## config.mk

```make
export PLATFORM = sky130hd
export DESIGN_NAME = hdlc_link_transmitter
export DESIGN_NICKNAME = d
export VERILOG_FILES = /design/src/design/hdlc_tx_pkg.sv /design/src/design/hdlc_link_transmitter.sv
export SDC_FILE = /design/constraint.sdc
export NUM_CORES = 2
export LEC_CHECK = 0
export BUFFER_PORTS_ARGS = -buffer_cell sky130_fd_sc_hd__buf_4
export CORE_ASPECT_RATIO = 1.2
export CORE_MARGIN = 1
export CORE_UTILIZATION = 63
export DETAILED_ROUTE_END_ITERATION = 8
export PLACE_DENSITY = 0.76
export SYNTH_ARGS = -nofsm -noshare
export SYNTH_HDL_FRONTEND = slang
export SYNTH_SLANG_ARGS = --single-unit
```

## constraint.sdc

```tcl
create_clock -name MCLK -period 17.8 [get_ports MCLK]
set_input_delay 3.56 -clock MCLK [delete_from_list [all_inputs] [get_ports MCLK]]
set_output_delay 3.56 -clock MCLK [all_outputs]
set_load 0.005 [all_outputs]
```

## src/design/hdlc_tx_pkg.sv

```systemverilog
/*
  Package for the HDLC link transmitter: register offsets, field
  positions, reset values, line patterns and the queue entry type.
  Assumes a 32-bit AXI4-Lite register bus with byte addresses.
*/
package hdlc_tx_pkg;
    // register byte offsets
    localparam logic [7:0] OFF_CFG = 8'h00;
    localparam logic [7:0] OFF_IEN = 8'h04;
    localparam logic [7:0] OFF_ISTAT = 8'h08;
    localparam logic [7:0] OFF_UTHR = 8'h0C;
    localparam logic [7:0] OFF_LTHR = 8'h10;
    localparam logic [7:0] OFF_TXDATA = 8'h14;
    // configuration fields
    localparam int CFG_EN = 0;
    localparam int CFG_CRC = 1;
    localparam int CFG_QCLR = 2;
    localparam int CFG_EOM = 3;
    // enable and status fields share the low four positions
    localparam int EV_FULL = 0;
    localparam int EV_LOW = 1;
    localparam int EV_OVR = 2;
    localparam int EV_UDR = 3;
    localparam int ST_FULL = 4;
    localparam int ST_BELOW = 5;
    // reset values
    localparam logic [2:0] CFG_RST = 3'h0;
    localparam logic [3:0] IEN_RST = 4'h0;
    localparam logic [6:0] UTHR_RST = 7'h40;
    localparam logic [6:0] LTHR_RST = 7'h10;
    // queue and line constants
    localparam int QUEUE_DEPTH = 128;
    localparam logic [7:0] FLAG_PAT = 8'h7E;
    localparam logic [7:0] ABORT_PAT = 8'h7F;
    localparam logic [15:0] CRC_INIT = 16'hFFFF;
    localparam logic [15:0] CRC_POLY_REV = 16'h8408;
    localparam logic [2:0] STUFF_RUN = 3'h5;
    // least spacing of host accesses, in fast clock periods
    localparam int ACCESS_GAP_CYC = 8;
    localparam logic [1:0] RESP_OKAY = 2'h0;
    localparam logic [1:0] RESP_SLVERR = 2'h2;

    typedef enum logic [2:0] {
        S_IDLE, S_FLAG, S_DATA, S_FCS, S_ABORT
    } tx_state_t;

    // one queued byte with its packet tags
    typedef struct packed {
        logic abt;
        logic end_of_message;
        logic [7:0] data;
    } entry_t;
endpackage

```

## src/design/hdlc_link_transmitter.sv

```systemverilog
/*
  HDLC link transmitter: byte queue written over AXI4-Lite, sent as
  flag-delimited frames with optional FCS on a bit-per-request output.
  Assumes BIT_REQ pulses once per overhead bit slot of the framer and
  that all inputs are synchronous to MCLK.
*/
`timescale 1ns/1ps
module hdlc_link_transmitter
    import hdlc_tx_pkg::*;
#(
    parameter int DEPTH = QUEUE_DEPTH
) (
    input wire logic MCLK,
    input wire logic RSTN,
    input wire logic CE,
    input wire logic [7:0] AWADDR,
    input wire logic AWVALID,
    output logic AWREADY,
    input wire logic [31:0] WDATA,
    input wire logic [3:0] WSTRB,
    input wire logic WVALID,
    output logic WREADY,
    output logic [1:0] BRESP,
    output logic BVALID,
    input wire logic BREADY,
    input wire logic [7:0] ARADDR,
    input wire logic ARVALID,
    output logic ARREADY,
    output logic [31:0] RDATA,
    output logic [1:0] RRESP,
    output logic RVALID,
    input wire logic RREADY,
    input wire logic BIT_REQ,
    output logic TX_BIT,
    output logic CHIP_IRQ_N
);
    localparam int AW = $clog2(DEPTH);

    ////////////////////////////////////////////////////////////////////
    // register bus slave
    logic aw_full_reg, w_full_reg, bvalid_reg, rvalid_reg;
    logic [7:0] aw_addr_reg;
    logic [31:0] wdata_reg, rdata_reg;
    logic [3:0] wstrb_reg;
    logic [1:0] bresp_reg, rresp_reg;
    logic do_wr, wr_data, wr_cfg, wr_istat, rd_istat;
    logic [31:0] rd_mux;
    logic rd_hit;

    assign AWREADY = !aw_full_reg;
    assign WREADY = !w_full_reg;
    assign ARREADY = !rvalid_reg;
    assign BVALID = bvalid_reg;
    assign BRESP = bresp_reg;
    assign RVALID = rvalid_reg;
    assign RDATA = rdata_reg;
    assign RRESP = rresp_reg;
    // address and data are taken in either order, then committed
    assign do_wr = CE && aw_full_reg && w_full_reg && !bvalid_reg;
    assign wr_data = do_wr && aw_addr_reg == OFF_TXDATA && wstrb_reg[0];
    assign wr_cfg = do_wr && aw_addr_reg == OFF_CFG && wstrb_reg[0];
    assign wr_istat = do_wr && aw_addr_reg == OFF_ISTAT;
    assign rd_istat = CE && ARVALID && !rvalid_reg && ARADDR == OFF_ISTAT;

    // write address, data and response channels
    always_ff @(posedge MCLK or negedge RSTN) begin
        if (!RSTN) begin
            aw_full_reg <= 1'b0;
            w_full_reg <= 1'b0;
            bvalid_reg <= 1'b0;
            aw_addr_reg <= 8'h00;
            wdata_reg <= 32'h0000_0000;
            wstrb_reg <= 4'h0;
            bresp_reg <= RESP_OKAY;
        end else if (CE) begin
            if (AWVALID && !aw_full_reg) begin
                aw_full_reg <= 1'b1;
                aw_addr_reg <= AWADDR;
            end
            if (WVALID && !w_full_reg) begin
                w_full_reg <= 1'b1;
                wdata_reg <= WDATA;
                wstrb_reg <= WSTRB;
            end
            if (do_wr) begin
                aw_full_reg <= 1'b0;
                w_full_reg <= 1'b0;
                bvalid_reg <= 1'b1;
                bresp_reg <= (aw_addr_reg <= OFF_TXDATA &&
                    aw_addr_reg[1:0] == 2'h0) ? RESP_OKAY : RESP_SLVERR;
            end else if (bvalid_reg && BREADY) begin
                bvalid_reg <= 1'b0;
            end
        end
    end

    ////////////////////////////////////////////////////////////////////
    // control registers
    logic en_reg, crc_en_reg, qclr_reg;
    logic [3:0] ien_reg;
    logic [6:0] uthr_reg, lthr_reg;
    logic eom_wr;
    assign eom_wr = wr_cfg && wdata_reg[CFG_EOM];

    always_ff @(posedge MCLK or negedge RSTN) begin
        if (!RSTN) begin
            {qclr_reg, crc_en_reg, en_reg} <= CFG_RST;
            ien_reg <= IEN_RST;
            uthr_reg <= UTHR_RST;
            lthr_reg <= LTHR_RST;
        end else if (CE && do_wr && wstrb_reg[0]) begin
            if (aw_addr_reg == OFF_CFG) begin
                en_reg <= wdata_reg[CFG_EN];
                crc_en_reg <= wdata_reg[CFG_CRC];
                qclr_reg <= wdata_reg[CFG_QCLR];
            end
            if (aw_addr_reg == OFF_IEN)
                ien_reg <= wdata_reg[3:0];
            if (aw_addr_reg == OFF_UTHR)
                uthr_reg <= wdata_reg[6:0];
            if (aw_addr_reg == OFF_LTHR)
                lthr_reg <= wdata_reg[6:0];
        end
    end

    ////////////////////////////////////////////////////////////////////
    // byte queue
    entry_t mem [DEPTH];
    logic [AW-1:0] wr_ptr_reg, rd_ptr_reg, last_ptr;
    logic [AW:0] cnt_reg, eom_cnt_reg;
    logic drop_reg, udr_hold_reg, ovr_hold_reg, abort_pend_reg;
    logic full, below_low, empty, push, pop, ovf, ovf_mid, flush;
    logic mark_last, udr_set;
    tx_state_t st_reg, st_next;
    entry_t head;

    assign head = mem[rd_ptr_reg];
    assign last_ptr = wr_ptr_reg - 1'b1;
    assign full = cnt_reg == (AW+1)'(DEPTH);
    assign empty = cnt_reg == '0;
    assign below_low = cnt_reg < {1'b0, lthr_reg};
    assign push = wr_data && !qclr_reg && !udr_hold_reg && !full &&
        !drop_reg;
    assign ovf = wr_data && !qclr_reg && !udr_hold_reg && full;
    // overflow hits the frame on the line when nothing is closed
    assign ovf_mid = ovf && eom_cnt_reg == '0 && st_reg == S_DATA;
    assign flush = qclr_reg || udr_hold_reg || ovf_mid;
    // close the last packet as aborted unless it is already closed
    assign mark_last = ovf && !ovf_mid && !mem[last_ptr].end_of_message;

    // storage; a pop and a mark of the same entry cannot coincide
    // because a frame is only popped once its entry is read whole
    always_ff @(posedge MCLK) begin
        if (CE && push)
            mem[wr_ptr_reg] <= '{abt: 1'b0, end_of_message: 1'b0,
                data: wdata_reg[7:0]};
        else if (CE && mark_last)
            mem[last_ptr] <= '{abt: 1'b1, end_of_message: 1'b1,
                data: mem[last_ptr].data};
        else if (CE && eom_wr && !drop_reg && !empty)
            mem[last_ptr].end_of_message <= 1'b1;
    end

    // pointers, fill and closed-packet count
    always_ff @(posedge MCLK or negedge RSTN) begin
        if (!RSTN) begin
            wr_ptr_reg <= '0;
            rd_ptr_reg <= '0;
            cnt_reg <= '0;
            eom_cnt_reg <= '0;
        end else if (CE) begin
            if (flush) begin
                // clear bit holds the queue empty
                wr_ptr_reg <= '0;
                rd_ptr_reg <= '0;
                cnt_reg <= '0;
                eom_cnt_reg <= '0;
            end else begin
                if (push)
                    wr_ptr_reg <= wr_ptr_reg + 1'b1;
                if (pop)
                    rd_ptr_reg <= rd_ptr_reg + 1'b1;
                cnt_reg <= cnt_reg + (AW+1)'(push) - (AW+1)'(pop);
                eom_cnt_reg <= eom_cnt_reg + (AW+1)'(mark_last ||
                    (eom_wr && !drop_reg && !empty &&
                    !mem[last_ptr].end_of_message)) - (AW+1)'(pop && head.end_of_message);
            end
        end
    end

    // overflow and underrun holds
    always_ff @(posedge MCLK or negedge RSTN) begin
        if (!RSTN) begin
            drop_reg <= 1'b0;
            udr_hold_reg <= 1'b0;
            ovr_hold_reg <= 1'b0;
            abort_pend_reg <= 1'b0;
        end else if (CE) begin
            // discard the rest of the overflowed packet
            if (ovf && !ovf_mid)
                drop_reg <= 1'b1;
            else if (eom_wr || qclr_reg)
                drop_reg <= 1'b0;
            // hold set wins over a same-cycle release
            // any status write releases the queue
            if (udr_set)
                udr_hold_reg <= 1'b1;
            else if (wr_istat)
                udr_hold_reg <= 1'b0;
            // held empty until the next data write
            if (ovf_mid)
                ovr_hold_reg <= 1'b1;
            else if (wr_data)
                ovr_hold_reg <= 1'b0;
            if (ovf_mid)
                abort_pend_reg <= 1'b1;
            else if (st_next == S_ABORT && st_reg != S_ABORT)
                abort_pend_reg <= 1'b0;
        end
    end

    ////////////////////////////////////////////////////////////////////
    // line encoder
    logic [7:0] sh_reg;
    logic [4:0] bcnt_reg;
    logic [2:0] ones_reg;
    logic [15:0] crc_reg;
    logic tx_bit_reg, tick, stuffing, stuff_now, out_bit, boundary;
    logic start_ok, crc_fb;
    // tags of the byte on the line; head already points past it
    logic cur_eom_reg, cur_abt_reg;

    function automatic logic [7:0] rev8(input logic [7:0] v);
        logic [7:0] r;
        r = '0;
        for (int i = 0; i < 8; i++)
            r[i] = v[7-i];
        return r;
    endfunction

    assign tick = CE && BIT_REQ;
    assign stuffing = st_reg == S_DATA || st_reg == S_FCS;
    // a zero after five body ones, also when the run ends the body
    // so a closing flag or abort never loses its leading zero
    assign stuff_now = ones_reg == STUFF_RUN;
    // idle sends ones; FCS goes out inverted
    assign out_bit = st_reg == S_IDLE ? 1'b1 :
        st_reg == S_FCS ? ~crc_reg[0] : sh_reg[0];
    assign boundary = tick && !stuff_now && bcnt_reg == 5'd1;
    // threshold start; closed packets always go
    assign start_ok = !empty && !ovr_hold_reg &&
        (eom_cnt_reg != '0 || cnt_reg > {1'b0, uthr_reg});
    assign crc_fb = crc_reg[0] ^ sh_reg[0];

    // next unit at the end of each octet, or of the whole 16-bit FCS
    always_comb begin
        st_next = st_reg;
        pop = 1'b0;
        udr_set = 1'b0;
        if (boundary) begin
            case (st_reg)
                S_DATA: begin
                    if (!en_reg)
                        st_next = S_IDLE;
                    else if (abort_pend_reg || cur_abt_reg)
                        st_next = S_ABORT;
                    else if (cur_eom_reg)
                        st_next = crc_en_reg ? S_FCS : S_FLAG;
                    else if (empty || flush) begin
                        st_next = S_ABORT;
                        udr_set = 1'b1;
                    end else begin
                        pop = 1'b1;
                    end
                end
                S_IDLE, S_FLAG, S_FCS, S_ABORT: begin
                    if (!en_reg)
                        st_next = S_IDLE;
                    else if (abort_pend_reg)
                        st_next = S_ABORT;
                    else if (st_reg != S_FCS && st_reg != S_IDLE &&
                        start_ok && !flush) begin
                        st_next = S_DATA;
                        pop = 1'b1;
                    end else begin
                        st_next = S_FLAG;
                    end
                end
                default: st_next = S_IDLE;
            endcase
        end
    end

    // shift register, stuffing counter and running CRC
    always_ff @(posedge MCLK or negedge RSTN) begin
        if (!RSTN) begin
            st_reg <= S_IDLE;
            sh_reg <= 8'hFF;
            bcnt_reg <= 5'd8;
            ones_reg <= 3'h0;
            crc_reg <= CRC_INIT;
            tx_bit_reg <= 1'b1;
            cur_eom_reg <= 1'b0;
            cur_abt_reg <= 1'b0;
        end else if (tick) begin
            tx_bit_reg <= stuff_now ? 1'b0 : out_bit;
            if (stuff_now) begin
                ones_reg <= 3'h0;
            end else begin
                ones_reg <= (stuffing && out_bit) ? ones_reg + 3'h1 : 3'h0;
                sh_reg <= {1'b1, sh_reg[7:1]};
                bcnt_reg <= bcnt_reg - 5'd1;
                // CRC over data bits, shifted out after
                if (st_reg == S_DATA)
                    crc_reg <= {1'b0, crc_reg[15:1]} ^
                        (crc_fb ? CRC_POLY_REV : 16'h0000);
                else if (st_reg == S_FCS)
                    crc_reg <= {1'b1, crc_reg[15:1]};
            end
            if (boundary) begin
                st_reg <= st_next;
                bcnt_reg <= st_next == S_FCS ? 5'd16 : 5'd8;
                // line patterns, loaded for LSB-first shifting
                case (st_next)
                    S_DATA: sh_reg <= pop ? head.data : sh_reg;
                    S_ABORT: sh_reg <= rev8(ABORT_PAT);
                    S_FLAG: sh_reg <= rev8(FLAG_PAT);
                    default: sh_reg <= 8'hFF;
                endcase
                if (st_reg != S_DATA)
                    crc_reg <= CRC_INIT;
                // keep the tags of the byte that is loaded now
                if (pop) begin
                    cur_eom_reg <= head.end_of_message;
                    cur_abt_reg <= head.abt;
                end
            end
        end
    end
    assign TX_BIT = tx_bit_reg;

    ////////////////////////////////////////////////////////////////////
    // events, status read-back and interrupt output
    logic [3:0] ev_reg, ev_set;
    assign ev_set = {udr_set, ovf, below_low, full};

    // sticky events, cleared by a status read (underrun by a status write), set wins
    always_ff @(posedge MCLK or negedge RSTN) begin
        if (!RSTN) begin
            ev_reg <= 4'h0;
        end else if (CE) begin
            ev_reg[EV_FULL] <= full ||
                (ev_reg[EV_FULL] && !rd_istat);
            ev_reg[EV_LOW] <= below_low ||
                (ev_reg[EV_LOW] && !rd_istat);
            ev_reg[EV_OVR] <= ev_set[EV_OVR] ||
                (ev_reg[EV_OVR] && !rd_istat);
            ev_reg[EV_UDR] <= udr_set ||
                (ev_reg[EV_UDR] && !wr_istat);
        end
    end

    // enabled pending events pull the output low
    assign CHIP_IRQ_N = ~|(ev_reg & ien_reg);

    always_comb begin
        rd_hit = 1'b1;
        case (ARADDR)
            OFF_CFG: rd_mux = {29'h0, qclr_reg, crc_en_reg, en_reg};
            OFF_IEN: rd_mux = {28'h0, ien_reg};
            OFF_ISTAT: rd_mux = {26'h0, below_low, full, ev_reg};
            OFF_UTHR: rd_mux = {25'h0, uthr_reg};
            OFF_LTHR: rd_mux = {25'h0, lthr_reg};
            OFF_TXDATA: rd_mux = 32'h0000_0000;
            default: begin
                rd_mux = 32'h0000_0000;
                rd_hit = 1'b0;
            end
        endcase
    end

    // read channel, one cycle from address to data
    always_ff @(posedge MCLK or negedge RSTN) begin
        if (!RSTN) begin
            rvalid_reg <= 1'b0;
            rdata_reg <= 32'h0000_0000;
            rresp_reg <= RESP_OKAY;
        end else if (CE) begin
            if (ARVALID && !rvalid_reg) begin
                rvalid_reg <= 1'b1;
                rdata_reg <= rd_mux;
                rresp_reg <= rd_hit ? RESP_OKAY : RESP_SLVERR;
            end else if (rvalid_reg && RREADY) begin
                rvalid_reg <= 1'b0;
            end
        end
    end
endmodule

```

Word-level counts from Yosys, hierarchy flattened --
Memories as Yosys holds them, arrays and structs flattened. Cells that the tools add are included.
Storage, ports and cells: output and inout port bits 43, memory bits (writable) 1280, input port bits 61, memories kept 1, bits in registers 154, word-level logic and storage cells 284
Memories:
- mem | words 128, bits a word 10, rd ports 2, clocked after memory_dff 0, write ports 1, RTL line hdlc_link_transmitter.sv:128 | entry_t mem [DEPTH];
Cells by class: reductions and logical operators 125, add/subtract/negate cells 9, magnitude comparators 3, equality and inequality tests 26, muxes and demuxes 82, bitwise operators 5
Operator list (number):
- $mux 16 | 6
- $logic_and 1x1->1 | 52
- $mux 1 | 44
- $mux 8 | 5
- $reduce_and 2->1 | 20
- $mux 7 | 5
- $pmux 7 s5 | 1
- $eq 8x4->1 const B | 4
- $eq 8x5->1 const B | 4
- $logic_not 8->1 | 4
- $mux 3 | 9
- $pmux 8 s3 | 1
- $reduce_bool 2->1 | 10
- $logic_not 1->1 | 17
- $add 8x1->8 | 2
- $eq 8x3->1 const B | 2
- $sub 8x1->8 | 2
- $xor 15x16->16 | 1
- $mux 5 | 3
- $add 7x1->7 const B | 2
- $eq 3x2->1 const B | 4
- $logic_or 1x1->1 | 12
- $mux 10 | 1
- $mux 2 | 5
- 27 further kinds | 34

Logic depth before layout (Yosys ltp) --
depth in word-level cells 22, depth in mapped cells 26, depth with buffers taken out 21

Worst setup path before layout --
No wires, ideal clock.
path kind input -> register, start point input port CE, end point memory mem[0][0] (netlist name), data pin, stages 12, required time 16.701 ns, path buffers 4, arrival 14.593 ns, slack 2.108 ns, library setup time 1.099 ns, path through and4b_1 -> clkbuf_1 -> and2_1 -> nand4_1 -> or2_2 -> a21oi_1 -> and2_4 -> or2_1 -> buf_6 -> buf_2 -> buf_1 -> a21oi_1
RTL lines:
- from (decl) | RTL line hdlc_link_transmitter.sv:15 | input wire logic CE,
- to (decl) | RTL line hdlc_link_transmitter.sv:128

==> metrics.txt <==
status completed; post-CTS setup buffer count 0; initial core utilization between 60% and 70%; Gate Count Post-Synth between 3000 and 4000; Cell Chain, Critical Path buf_4 -> and4b_1 -> and2_1 -> nand3b_1 -> nor4b_1 -> and3_1 -> or2_4 -> buf_4 -> nor2_1 -> a21oi_4 -> buf_4; largest net degree at the start of global routing between 100 and 150; flops & latches, synth approximately 1400; Worst Setup End Kind flop; library cells used by synthesis 88; Reg clk slew, reported paths ~0.060 ns; CTS max path bufs 3; Setup Skew around 0.028 ns; Max-Cap Viols 0; total global routing overflow 0; number of flip-flops in the largest register 1280; clk sinks about 1400; Resize count post-CTS 0; vias a little under 40000; final hold violations 0; Area contributors post-synth edfxtp_1 (57%), mux4_2 (24%), dfrtp_1 (3.7%); Worst Setup SP CE; r2r startpoint wr_ptr_reg[0]; Synth top area share 57.2%; CTS tree yes; Die ar. approximately 110000 µm²; initial antenna violation count 2; diode count 0; Fmax between 0.1 and 0.15 GHz; sequential area share after synthesis between 60% and 70%; pwr/cell area ~140 nW/µm²; DIE WIDTH approximately 300 µm; Total Wirelength roughly 180000 µm; syn_area_per_cell 17.1 µm²; initial DRC count between 5000 and 6000; Wirelength per Cell roughly 33 µm; I/O Buffers just under 50; crit-path leading delay family simple AND/OR/NAND/NOR gates; Site Rows 130; post-synthesis async set-or-reset flop share between 9 and 10%; Die Ht 360 µm; P&R area growth vs syn 8.92%; Primary FF master, synth edfxtp_1; Pre-antenna DRT Iters 8; max-slew violations 0; final worst-path cycle share between 50 and 60%; Core ar. 105000 µm²; slack of the critical path ~8.6 ns; WP data required about 18 ns; clk_lat worst skew 0.79 ns; largest area contributor in the netlist edfxtp_1; Peak supply drop around 0.13 mV; buffering stage count on the worst path with inverters included 3; # hold bufs at CTS 0; Worst setup SP type input port; H-tree depth 4; setup violators final 0; most used cell along the critical path buf_4; setup TNS 0 ns; Max-slew headroom about 11%; Total GRT Usage about 34%; vias in the first global route approximately 40000; Layout Nets 4024; drt via density between 7 and 8; Worst Tran Pin Value about 1.3 ns; arrival time of the worst setup path about 9.6 ns; Hold Path Origin RDATA[6]; max incr delay on CP between 1 and 1.5 ns; LEAKAGE ~22 nW; most instantiated cells after synthesis edfxtp_1 (1280), mux4_2 (701), nand2_1 (373); EDFF count, synth between 1000 and 1500; layout cells sized above 1 approximately 28%; first-pass GRT wire length 266000 µm; dpl ws 7.83 ns; DRT antenna net count 0; slowest CP cell a21oi_4; residual DRC count 0; Crit Path Max Fanout 100; min cycle time layout roughly 9 ns; Cell Area, Synth approximately 67000 µm²; io pins approximately 100; GP Congestion slightly above 0.9; RSZ-0062 raised after global routing no; root buffer cell clkbuf_16; count leader, synth edfxtp_1; hpwl dp approximately 110000 µm; hold crit path type flop to flop; cts bufs inserted approximately 140; WS Path Type input port to flop; yosys synthesis warning count 0
==> cell type report <==
class	instances	area, µm²
fillers	6502	32100
flip-flops and latches	1407	41700
clock buffers	174	3750
inverters	55	206
clock inverters	77	658
repair buffers	124	970
multi-input cells	2191	24200
well taps	1386	1730
==> worst min-delay path, cell delays in order, from the launching register on <==
cell and delay, ns:
dfrtp_1 0.34, nand2_1 0.05, o21ai_0 0.06
==> layout by cell type (no fill, tap or decap), drive strengths merged, types with 5 or more instances in the layout <==
| cell | instances |
|---|---|
| nand4 | 14 |
| dfstp | 28 |
| clkinvlp | 7 |
| nand2 | 373 |
| nor2b | 10 |
| nand2b | 9 |
| conb | 27 |
| a31oi | 27 |
| xor2 | 10 |
| inv | 63 |
| bufinv | 10 |
| o21bai | 6 |
| a22oi | 15 |
| and3 | 43 |
| a211oi | 10 |
| a21oi | 86 |
| nor4 | 8 |
| dfrtp | 99 |
| nor2 | 333 |
| mux2 | 34 |
| a311oi | 16 |
| a22o | 8 |
| clkbuf | 175 |
| a32oi | 5 |
| mux2i | 14 |
| xnor2 | 19 |
| a21o | 18 |
| or2 | 5 |
| o22ai | 23 |
| o211ai | 7 |
| o21ai | 59 |
| and2 | 7 |
| nor3 | 27 |
| edfxtp | 1280 |
| ha | 43 |
| buf | 123 |
| clkinv | 52 |
| mux4 | 701 |
| nand3 | 178 |
==> worst paths after layout <==
kind,end,cells past startpoint,slack [ns]
max reg2reg,mem[56][7],14,8.95
max in group asynchronous,wdata_reg[5],2,13.79
min in group asynchronous,lthr_reg[5],1,2.74
min,RDATA[6],2,0.48
min reg2reg,RDATA[6],2,0.48
max,mem[59][7],11,8.63
==> routing by layer <==
layer	part of all wire [%]	vias to the layer above	global-route usage [%]
met5	0.0073	-	0
met4	6.1	2	18.1
met3	11	534	8.26
met2	49	2785	53.9
met1	34	20400	44.2
li1	-	15900	-
==> power breakdown <==
part	switching [mW]	internal (mW)
registers	0.112	4.05
logic	2.15	0.879
clock network	1.26	1.64
total	3.53	6.57
==> metrics by stage <==
stage | instance area [µm²] | instances | hold slack (ns) | util, % | power (mW)
floorplan | 67200 | 3962 | 0.448 | - | 6.08
global placement | 68700 | 5162 | 0.464 | 65.3 | 7.11
detailed placement | 68700 | 5162 | 0.470 | 65.3 | 7.16
CTS | 73100 | 5413 | 0.486 | 69.5 | 10.0
global route | 73100 | 5414 | 0.500 | 69.5 | 10.4
finish | 73100 | 5414 | 0.477 | 69.5 | 10.1
==> cell families after synthesis <==
kind of cell | count (synthesis) | share of synthesized area [%]
muxes | 749 | 24.3
other | 1 | 0.00558
and+or+nand+nor | 1030 | 6.78
xor gates and xnor gates | 29 | 0.378
AOI/OAI and AO/OA | 311 | 3.20
DFF | 1407 | 62.0
buffers and inverters | 364 | 2.45
adders and majority gates | 45 | 0.861
Note: power is estimated with default switching activity, not from simulation.
